[src/arm_stat_pkg.sv]
// Constants, field layouts and carrier types of the arming and status registers.
// Assumes a register access port driven by the serial interface logic on core_clk_i.
package arm_stat_pkg;

  localparam logic [7:0] ADDR_POS_THR   = 8'h10;
  localparam logic [7:0] ADDR_NEG_THR   = 8'h12;
  localparam logic [7:0] ADDR_STATUS    = 8'h14;
  localparam logic [7:0] ADDR_TICK      = 8'h15;
  localparam logic [7:0] ADDR_DRIFT     = 8'h16;
  localparam logic [7:0] ADDR_RSVD_1C   = 8'h1c;
  localparam logic [7:0] ADDR_RSVD_1D   = 8'h1d;

  localparam logic [7:0] RST_THRESHOLD  = 8'h00;
  localparam logic [7:0] RST_TICK       = 8'h00;

  localparam int BIT_DATA_ERR = 6;
  localparam int BIT_MOD_OVR  = 5;
  localparam int BIT_INIT   = 4;
  localparam int BIT_MISO   = 3;
  localparam int BIT_DRIFT  = 1;
  localparam int BIT_RESET  = 0;

  localparam int PRESCALE_DIV  = 1024;
  localparam int PRESCALE_BITS = 10;

  localparam int          CRC_WIDTH = 3;
  localparam logic [2:0]  CRC_SEED  = 3'h7;
  localparam logic [2:0]  CRC_POLY  = 3'h3;

  typedef struct packed {
    logic       rd;
    logic       wr;
    logic [7:0] addr;
    logic [7:0] wdata;
  } reg_req_s;

  typedef struct packed {
    logic mod_ovr;
    logic miso;
    logic drift;
  } fault_in_s;

  typedef enum logic [1:0] {
    CRC_IDLE,
    CRC_RUN,
    CRC_DONE
  } crc_state_e;

endpackage

[src/arm_stat_regs.sv]
// Arming threshold, status, tick counter and drift correction registers.
// Assumes a one-cycle read or write strobe from serial logic on core_clk_i.
module arm_stat_regs
  import arm_stat_pkg::*;
#(
  parameter int SHADOW_BYTES = 2
)(
  input  wire logic                     core_clk_i,
  input  wire logic                     rst_i,
  input  wire reg_req_s                 req_i,
  output logic [7:0]                    rdata_o,
  output logic                          rvalid_o,
  input  wire logic                     init_done_lock_i,
  input  wire logic                     init_complete_i,
  input  wire logic                     osc_tick_i,
  input  wire fault_in_s                fault_i,
  input  wire logic                     other_fault_i,
  input  wire logic                     fuse_fault_i,
  input  wire logic [7:0]               drift_correction_i,
  input  wire logic [SHADOW_BYTES*8-1:0] shadow_data_i,
  input  wire logic [CRC_WIDTH-1:0]     shadow_crc_i,
  input  wire logic [CRC_WIDTH-1:0]     wr_array_crc_i,
  output logic [7:0]                    positive_arm_threshold_o,
  output logic [7:0]                    negative_arm_threshold_o,
  output logic                          pos_compare_en_o,
  output logic                          neg_compare_en_o,
  output logic                          arming_enable_o,
  output logic [7:0]                    status_o
);

  if (SHADOW_BYTES < 2)
  begin : g_bad_shadow
    $error("arm_stat_regs needs a shadow array of two bytes or more");
  end

  // ----------------------------------------------------------------
  // Storage
  // ----------------------------------------------------------------
  logic [7:0]               pos_thr_ff;
  logic [7:0]               neg_thr_ff;
  logic [PRESCALE_BITS-1:0] pre_ff;
  logic [7:0]               tick_ff;
  logic [7:0]               drift_ff;
  logic                     data_err_ff;
  logic                     mod_ovr_ff;
  logic                     init_ff;
  logic                     miso_ff;
  logic                     drift_flag_ff;
  logic                     res_ff;
  logic                     wr_crc_bad_ff;
  logic                     otp_bad_ff;
  logic                     crc_start_ff;
  logic                     crc_sel_ff;
  logic                     otp_checked_ff;
  logic [7:0]               rdata_ff;
  logic                     rvalid_ff;
  logic                     pos_en_ff;
  logic                     neg_en_ff;
  logic                     arm_en_ff;
  logic [1:0]               tick_sync_ff;
  logic                     tick_old_ff;

  // ----------------------------------------------------------------
  // Decode
  // ----------------------------------------------------------------
  wire logic wr_ok      = req_i.wr && !init_done_lock_i;
  wire logic wr_pos     = wr_ok && (req_i.addr == ADDR_POS_THR);
  wire logic wr_neg     = wr_ok && (req_i.addr == ADDR_NEG_THR);
  wire logic rd_status  = req_i.rd && (req_i.addr == ADDR_STATUS);
  wire logic tick_edge  = tick_sync_ff[1] && !tick_old_ff;
  wire logic pre_wrap   = tick_edge && (pre_ff == PRESCALE_BITS'(PRESCALE_DIV - 1));

  wire logic [7:0] status_now = {1'b0, data_err_ff, mod_ovr_ff, init_ff, miso_ff,
                                 1'b0, drift_flag_ff, res_ff};

  logic [7:0] rd_mux;
  always_comb
  begin
    case (req_i.addr)
      ADDR_POS_THR: rd_mux = pos_thr_ff;
      ADDR_NEG_THR: rd_mux = neg_thr_ff;
      ADDR_STATUS:  rd_mux = status_now;
      ADDR_TICK:    rd_mux = tick_ff;
      ADDR_DRIFT:   rd_mux = drift_ff;
      ADDR_RSVD_1C: rd_mux = 8'h00;
      ADDR_RSVD_1D: rd_mux = 8'h00;
      default:      rd_mux = 8'h00;
    endcase
  end

  // ----------------------------------------------------------------
  // CRC checks: shadow array once, then writable array while locked
  // ----------------------------------------------------------------
  wire logic [SHADOW_BYTES*8-1:0] wr_vec  = (SHADOW_BYTES*8)'({pos_thr_ff, neg_thr_ff});
  wire logic [SHADOW_BYTES*8-1:0] crc_vec = crc_sel_ff ? wr_vec : shadow_data_i;
  wire logic [CRC_WIDTH-1:0]      crc_exp = crc_sel_ff ? wr_array_crc_i : shadow_crc_i;
  logic                           crc_done;
  logic                           crc_mis;

  crc3_serial #(
    .NBYTES     (SHADOW_BYTES)
  ) u_crc (
    .core_clk_i (core_clk_i),
    .rst_i      (rst_i),
    .start_i    (crc_start_ff),
    .data_i     (crc_vec),
    .expect_i   (crc_exp),
    .done_o     (crc_done),
    .mismatch_o (crc_mis)
  );

  logic crc_busy_ff;
  wire logic crc_go = !crc_busy_ff && !crc_start_ff &&
                      (!otp_checked_ff || init_done_lock_i);

  always_ff @(posedge core_clk_i)
  begin
    if (rst_i)
    begin
      crc_start_ff   <= 1'b0;
      crc_busy_ff    <= 1'b0;
      crc_sel_ff     <= 1'b0;
      otp_checked_ff <= 1'b0;
      otp_bad_ff     <= 1'b0;
      wr_crc_bad_ff  <= 1'b0;
    end
    else
    begin
      crc_start_ff <= crc_go;
      if (crc_go)
      begin
        crc_busy_ff <= 1'b1;
        crc_sel_ff  <= otp_checked_ff;
      end
      else if (crc_done)
      begin
        crc_busy_ff <= 1'b0;
        if (!crc_sel_ff)
        begin
          otp_checked_ff <= 1'b1;
          otp_bad_ff     <= crc_mis;
        end
        else if (crc_mis)
          wr_crc_bad_ff <= 1'b1;
      end
    end
  end

  // ----------------------------------------------------------------
  // Status flags: a present fault wins over the clearing read
  // ----------------------------------------------------------------
  wire logic data_err_src = wr_crc_bad_ff || otp_bad_ff || fuse_fault_i || other_fault_i;

  always_ff @(posedge core_clk_i)
  begin
    if (rst_i)
    begin
      data_err_ff   <= 1'b0;
      mod_ovr_ff    <= 1'b0;
      init_ff       <= 1'b1;
      miso_ff       <= 1'b0;
      drift_flag_ff <= 1'b0;
      res_ff        <= 1'b1;
    end
    else
    begin
      data_err_ff   <= data_err_src || (data_err_ff && !rd_status);
      mod_ovr_ff    <= fault_i.mod_ovr || (mod_ovr_ff && !rd_status);
      miso_ff       <= fault_i.miso || (miso_ff && !rd_status);
      drift_flag_ff <= fault_i.drift || (drift_flag_ff && !rd_status);
      res_ff        <= init_ff || (res_ff && !rd_status);
      if (init_complete_i)
        init_ff <= 1'b0;
    end
  end

  // ----------------------------------------------------------------
  // Thresholds, counter, outputs
  // ----------------------------------------------------------------
  always_ff @(posedge core_clk_i)
  begin
    if (rst_i)
    begin
      pos_thr_ff   <= RST_THRESHOLD;
      neg_thr_ff   <= RST_THRESHOLD;
      pre_ff       <= '0;
      tick_ff      <= RST_TICK;
      tick_sync_ff <= 2'h0;
      tick_old_ff  <= 1'b0;
      drift_ff     <= 8'h00;
      rdata_ff     <= 8'h00;
      rvalid_ff    <= 1'b0;
      pos_en_ff    <= 1'b0;
      neg_en_ff    <= 1'b0;
      arm_en_ff    <= 1'b0;
    end
    else
    begin
      if (wr_pos)
        pos_thr_ff <= req_i.wdata;
      if (wr_neg)
        neg_thr_ff <= req_i.wdata;
      tick_sync_ff <= {tick_sync_ff[0], osc_tick_i};
      tick_old_ff  <= tick_sync_ff[1];
      if (tick_edge)
        pre_ff <= pre_ff + PRESCALE_BITS'(1);
      if (pre_wrap)
        tick_ff <= tick_ff + 8'h01;
      drift_ff  <= drift_correction_i;
      rvalid_ff <= req_i.rd;
      if (req_i.rd)
        rdata_ff <= rd_mux;
      pos_en_ff <= (pos_thr_ff != 8'h00);
      neg_en_ff <= (neg_thr_ff != 8'h00);
      arm_en_ff <= (pos_thr_ff != 8'h00) || (neg_thr_ff != 8'h00);
    end
  end

  assign rdata_o                  = rdata_ff;
  assign rvalid_o                 = rvalid_ff;
  assign positive_arm_threshold_o = pos_thr_ff;
  assign negative_arm_threshold_o = neg_thr_ff;
  assign pos_compare_en_o         = pos_en_ff;
  assign neg_compare_en_o         = neg_en_ff;
  assign arming_enable_o          = arm_en_ff;
  assign status_o                 = status_now;
endmodule // arm_stat_regs

[src/crc3_serial.sv]
// Serial 3-bit CRC engine over a byte stream, one bit per clock.
// Assumes start is pulsed with a stable data vector that holds until done.
module crc3_serial
  import arm_stat_pkg::*;
#(
  parameter int NBYTES = 2
)(
  input  wire logic                  core_clk_i,
  input  wire logic                  rst_i,
  input  wire logic                  start_i,
  input  wire logic [NBYTES*8-1:0]   data_i,
  input  wire logic [CRC_WIDTH-1:0]  expect_i,
  output logic                       done_o,
  output logic                       mismatch_o
);
  localparam int NB = NBYTES * 8;
  localparam int IW = $clog2(NB + 1);

  if (NBYTES < 1)
  begin : g_bad_nbytes
    $error("crc3_serial needs at least one byte");
  end

  crc_state_e           st_ff;
  logic [CRC_WIDTH-1:0] crc_ff;
  logic [IW-1:0]        idx_ff;
  logic                 done_ff;
  logic                 mis_ff;

  wire logic                 in_bit   = data_i[NB - 1 - int'(idx_ff)];
  wire logic                 fb       = crc_ff[2] ^ in_bit;
  wire logic [CRC_WIDTH-1:0] nxt_crc  = {crc_ff[1:0], 1'b0} ^ (fb ? CRC_POLY : 3'h0);
  wire logic                 last_bit = (idx_ff == IW'(NB - 1));

  always_ff @(posedge core_clk_i)
  begin
    if (rst_i)
    begin
      st_ff   <= CRC_IDLE;
      crc_ff  <= CRC_SEED;
      idx_ff  <= '0;
      done_ff <= 1'b0;
      mis_ff  <= 1'b0;
    end
    else
    begin
      done_ff <= 1'b0;
      case (st_ff)
        CRC_IDLE:
        begin
          crc_ff <= CRC_SEED;
          idx_ff <= '0;
          if (start_i)
            st_ff <= CRC_RUN;
        end
        CRC_RUN:
        begin
          crc_ff <= nxt_crc;
          idx_ff <= idx_ff + IW'(1);
          if (last_bit)
            st_ff <= CRC_DONE;
        end
        CRC_DONE:
        begin
          done_ff <= 1'b1;
          mis_ff  <= (crc_ff != expect_i);
          st_ff   <= CRC_IDLE;
        end
        default:
          st_ff <= CRC_IDLE;
      endcase
    end
  end

  assign done_o     = done_ff;
  assign mismatch_o = mis_ff;
endmodule // crc3_serial

[config.mk]
export PLATFORM = sky130hd
export DESIGN_NAME = arm_stat_regs
export DESIGN_NICKNAME = d
export VERILOG_FILES = /design/src/arm_stat_pkg.sv /design/src/arm_stat_regs.sv /design/src/crc3_serial.sv
export SDC_FILE = /design/constraint.sdc
export NUM_CORES = 1
export LEC_CHECK = 0
export BUFFER_PORTS_ARGS = -buffer_cell sky130_fd_sc_hd__clkbuf_2
export CORE_MARGIN = 10
export CORE_UTILIZATION = 55
export CTS_BUF_LIST = sky130_fd_sc_hd__clkbuf_2
export CTS_CLUSTER_DIAMETER = 30
export DETAILED_ROUTE_END_ITERATION = 10
export PLACE_DENSITY = 0.93
export SLEW_MARGIN = 20
export SYNTH_ARGS = -nofsm -noshare
export SYNTH_HDL_FRONTEND = slang
export SYNTH_SLANG_ARGS = --single-unit
[constraint.sdc]
create_clock -name core_clk_i -period 2.55 [get_ports core_clk_i]
set_clock_uncertainty 0.2 [all_clocks]
set_input_delay 0.255 -clock core_clk_i [delete_from_list [all_inputs] [get_ports core_clk_i]]
set_output_delay 0.255 -clock core_clk_i [all_outputs]
set_load 0.02 [all_outputs]
==> results.json <==
{
  "worstSetupPathType": "register to register",
  "hold_buffers": 28,
  "numPortBuffers": 91,
  "die_height_um": 102.4,
  "dr_wl_met3_um": 683,
  "drt-initial-drc-count": 256,
  "fin_crit_ps": 2181,
  "multi_input_area_mm2": 0.001932,
  "clk_latency_ps": 510,
  "finalMaxSlewViolations": 0,
  "wl_met2_um": 4791,
  "hold_violations": 0,
  "synth_compound_area_frac": 0.1238,
  "cp-end-kind": "register",
  "core_area_mm2": 0.006459,
  "hold_class": "primary input to register",
  "synth_top_area_cell": "dfxtp_1",
  "cell_internal_pwr_uw": 1739,
  "yosysWarningCount": 0,
  "cts_tree": "done",
  "irDropWorstVdd_mv": 0.3047,
  "htree_num_levels": 3,
  "die_x_um": 102.4,
  "grt_max_degree": 38,
  "die_area_mm2": 0.01048,
  "cp_max_fo": 11,
  "place_congestion": 0.9027,
  "synth_top_family_by_area": "simple AND/OR/NAND/NOR gates",
  "drc_errors": 0,
  "overflow": 0,
  "tightest_slew_ps": 715.5,
  "fillers": 463,
  "wire_per_inst_um": 16.32,
  "synth_ff_type": "dfxtp_1",
  "clockBufferDepth": 2,
  "synthTopCellsByArea": "dfxtp_1 43%, mux2i_1 10%, nor2_1 6.7%, a21oi_1 3.8%, nor2b_1 3.2%",
  "cts_buffers": 9,
  "seq_area_mm2": 0.001622,
  "antenna_found_initial": 0,
  "cts-root-buf": "clkbuf_2",
  "fin_cells": 606,
  "fin_tns_setup_ps": 0,
  "cts_sinks": 81,
  "max_freq_ghz": 0.4586,
  "area.growth.synth_to_final_pct": 22.61,
  "synthArstFlopShare": 0,
  "worst_setup_path_start_kind": "register",
  "nNetsFinal": 587,
  "initial_utilization": 0.5775,
  "totalPowerFinal_uw": 2308,
  "ctsResizeCount": 0,
  "synthCells": 416,
  "combPwrFrac": 0.112,
  "grt_usage": 0.1935,
  "wl_um": 9891,
  "dp_hpwl_um": 7176,
  "p_leak_uw": 0.001991,
  "worstPathArrival_ps": 2460,
  "num_rows": 29,
  "ys_ff_latch": 81,
  "p_switching_uw": 569.1,
  "grt_pass1_vias": 3393,
  "n_antenna_cell": 0,
  "cts_setup_buffers": 0,
  "final_common_cell": "clkbuf_2",
  "first_pass_iters": 5,
  "cts.clk_slew.worst_paths_ps": 210,
  "ios": 94,
  "synthXorXnorAreaFrac": 0.03992,
  "rsz0062_at_grt": "no",
  "layout_common_cells": "101 x clkbuf_2, 81 x dfxtp_1, 67 x nor2_1",
  "synth_area_mm2": 0.003730,
  "ant_nets": 0,
  "synth_mux_area_frac": 0.1167,
  "synth-adder-area-share": 0.01006,
  "maxUsedRoutingLayer": "met4",
  "avgSynthCellArea_um2": 8.966,
  "via_per_inst": 5.559,
  "slew_headroom": 0.5230,
  "p_seq_frac": 0.571,
  "grt_pass1_wl_um": 16440,
  "place_inst": 564,
  "yosysUniqueCellTypes": 50,
  "pwr-share-clk": 0.316,
  "synth_top_cell_area_share": 0.4348,
  "max_cap_viol_count": 0,
  "p_sw_frac": 0.2466,
  "wl_met1_um": 4139,
  "finalCritPeriodShare": 0.8552,
  "synth_edf_count": 0,
  "vias": 3369,
  "required_ps": 2830,
  "layout-drive-gt1-share": 0.2325,
  "yosys.area_share.simple": 0.2254,
  "outcome": "finished clean",
  "powerDensity_mw_per_mm2": 504.7,
  "yosysSeqAreaShare": 0.4348,
  "setup_violations": 0
}
-- final cells by class --
cell class                 count  area share
clock buffer                  10     0.01094
clock inverter                 4     0.01532
inverter                       4    0.003283
multi-input combinational    304      0.4224
sequential                    81      0.3546
tap                           77     0.02107
timing repair buffer         126      0.1724
-- worst max-delay path, cell delays in order, from the launching register on --
cell,delay (ps)
dfxtp_1,380
buf_4,200
and2b_2,250
a2111oi_4,340
o31ai_2,150
o21a_1,230
o21ai_0,200
o311a_1,200
-- cells in the mapped netlist, types with 4 or more instances --
master,number
nor3_1,9
mux2_2,4
nor4_1,6
nor2_1,67
a221oi_1,6
buf_4,8
clkbuf_1,9
nand4_1,6
o21ai_0,16
inv_1,4
nand3_1,6
and3_1,6
nand2_1,26
nor2b_1,19
buf_2,5
dfxtp_1,81
a22oi_1,4
xor2_1,12
nand2b_1,7
mux2i_1,39
xnor2_1,5
a21oi_1,28
-- registers in the layout (all words and copies together) (netlist names), 2 cells and up --
signal and cells:
negative_arm_threshold_o 8, rdata_o 8, pre_ff 10, positive_arm_threshold_o 8, tick_sync_ff 2, u_crc.st_ff 2
tick_ff 8, u_crc.idx_ff 5, u_crc.crc_ff 3, drift_ff 8
-- cells by family after synthesis --
| family | count (synthesis) |
|---|---|
| AND/OR/NAND/NOR | 168 |
| multiplexers | 43 |
| other | 1 |
| flip-flops | 81 |
| buffers and inverters | 32 |
| adder cells (fa/ha/maj) | 3 |
| AO/OA/AOI/OAI | 71 |
| XOR/XNOR | 17 |
-- worst paths after layout --
check | from | endpoint | slack, ps | depth (start not counted)
worst min register to register | tick_sync_ff[0] | tick_sync_ff[1] | 260 | 1
worst max register to register | u_crc.idx_ff[0] | u_crc.crc_ff[1] | 370 | 7
worst max-delay path | u_crc.idx_ff[0] | u_crc.crc_ff[1] | 370 | 7
worst min-delay path | wr_array_crc_i[0] | u_crc.mismatch_o | 20 | 5
-- stage by stage --
stage | hold WS (ps) | setup WS (ps) | cell area [um^2] | utilization
detailed placement | 225.0 | 334.3 | 4173 | 0.6461
global placement | 225.8 | 409.3 | 4173 | 0.6461
finish | 17.54 | 369.3 | 4573 | 0.7081
global route | 37.41 | 282.1 | 4573 | 0.7081
floorplan | 172.4 | 617.5 | 3734 | -
CTS | 4.455 | 374.9 | 4573 | 0.7081
-- power groups by stage --
stage | clock [uW] | combinational, uW | sequential, uW
2_1_floorplan | 0 | 145 | 1340
3_3_place_gp | 0 | 215 | 1340
3_5_place_dp | 0 | 223 | 1340
4_1_cts | 739 | 257 | 1320
5_1_grt | 787 | 285 | 1320
6_report | 730 | 260 | 1320
-- routing by layer --
metal	track usage	vias up
met5	0	-
met4	0.08894	0
met3	0.04184	22
met2	0.3304	129
met1	0.2271	1555
li1	-	1663
Note: power is estimated with default switching activity, not from simulation.
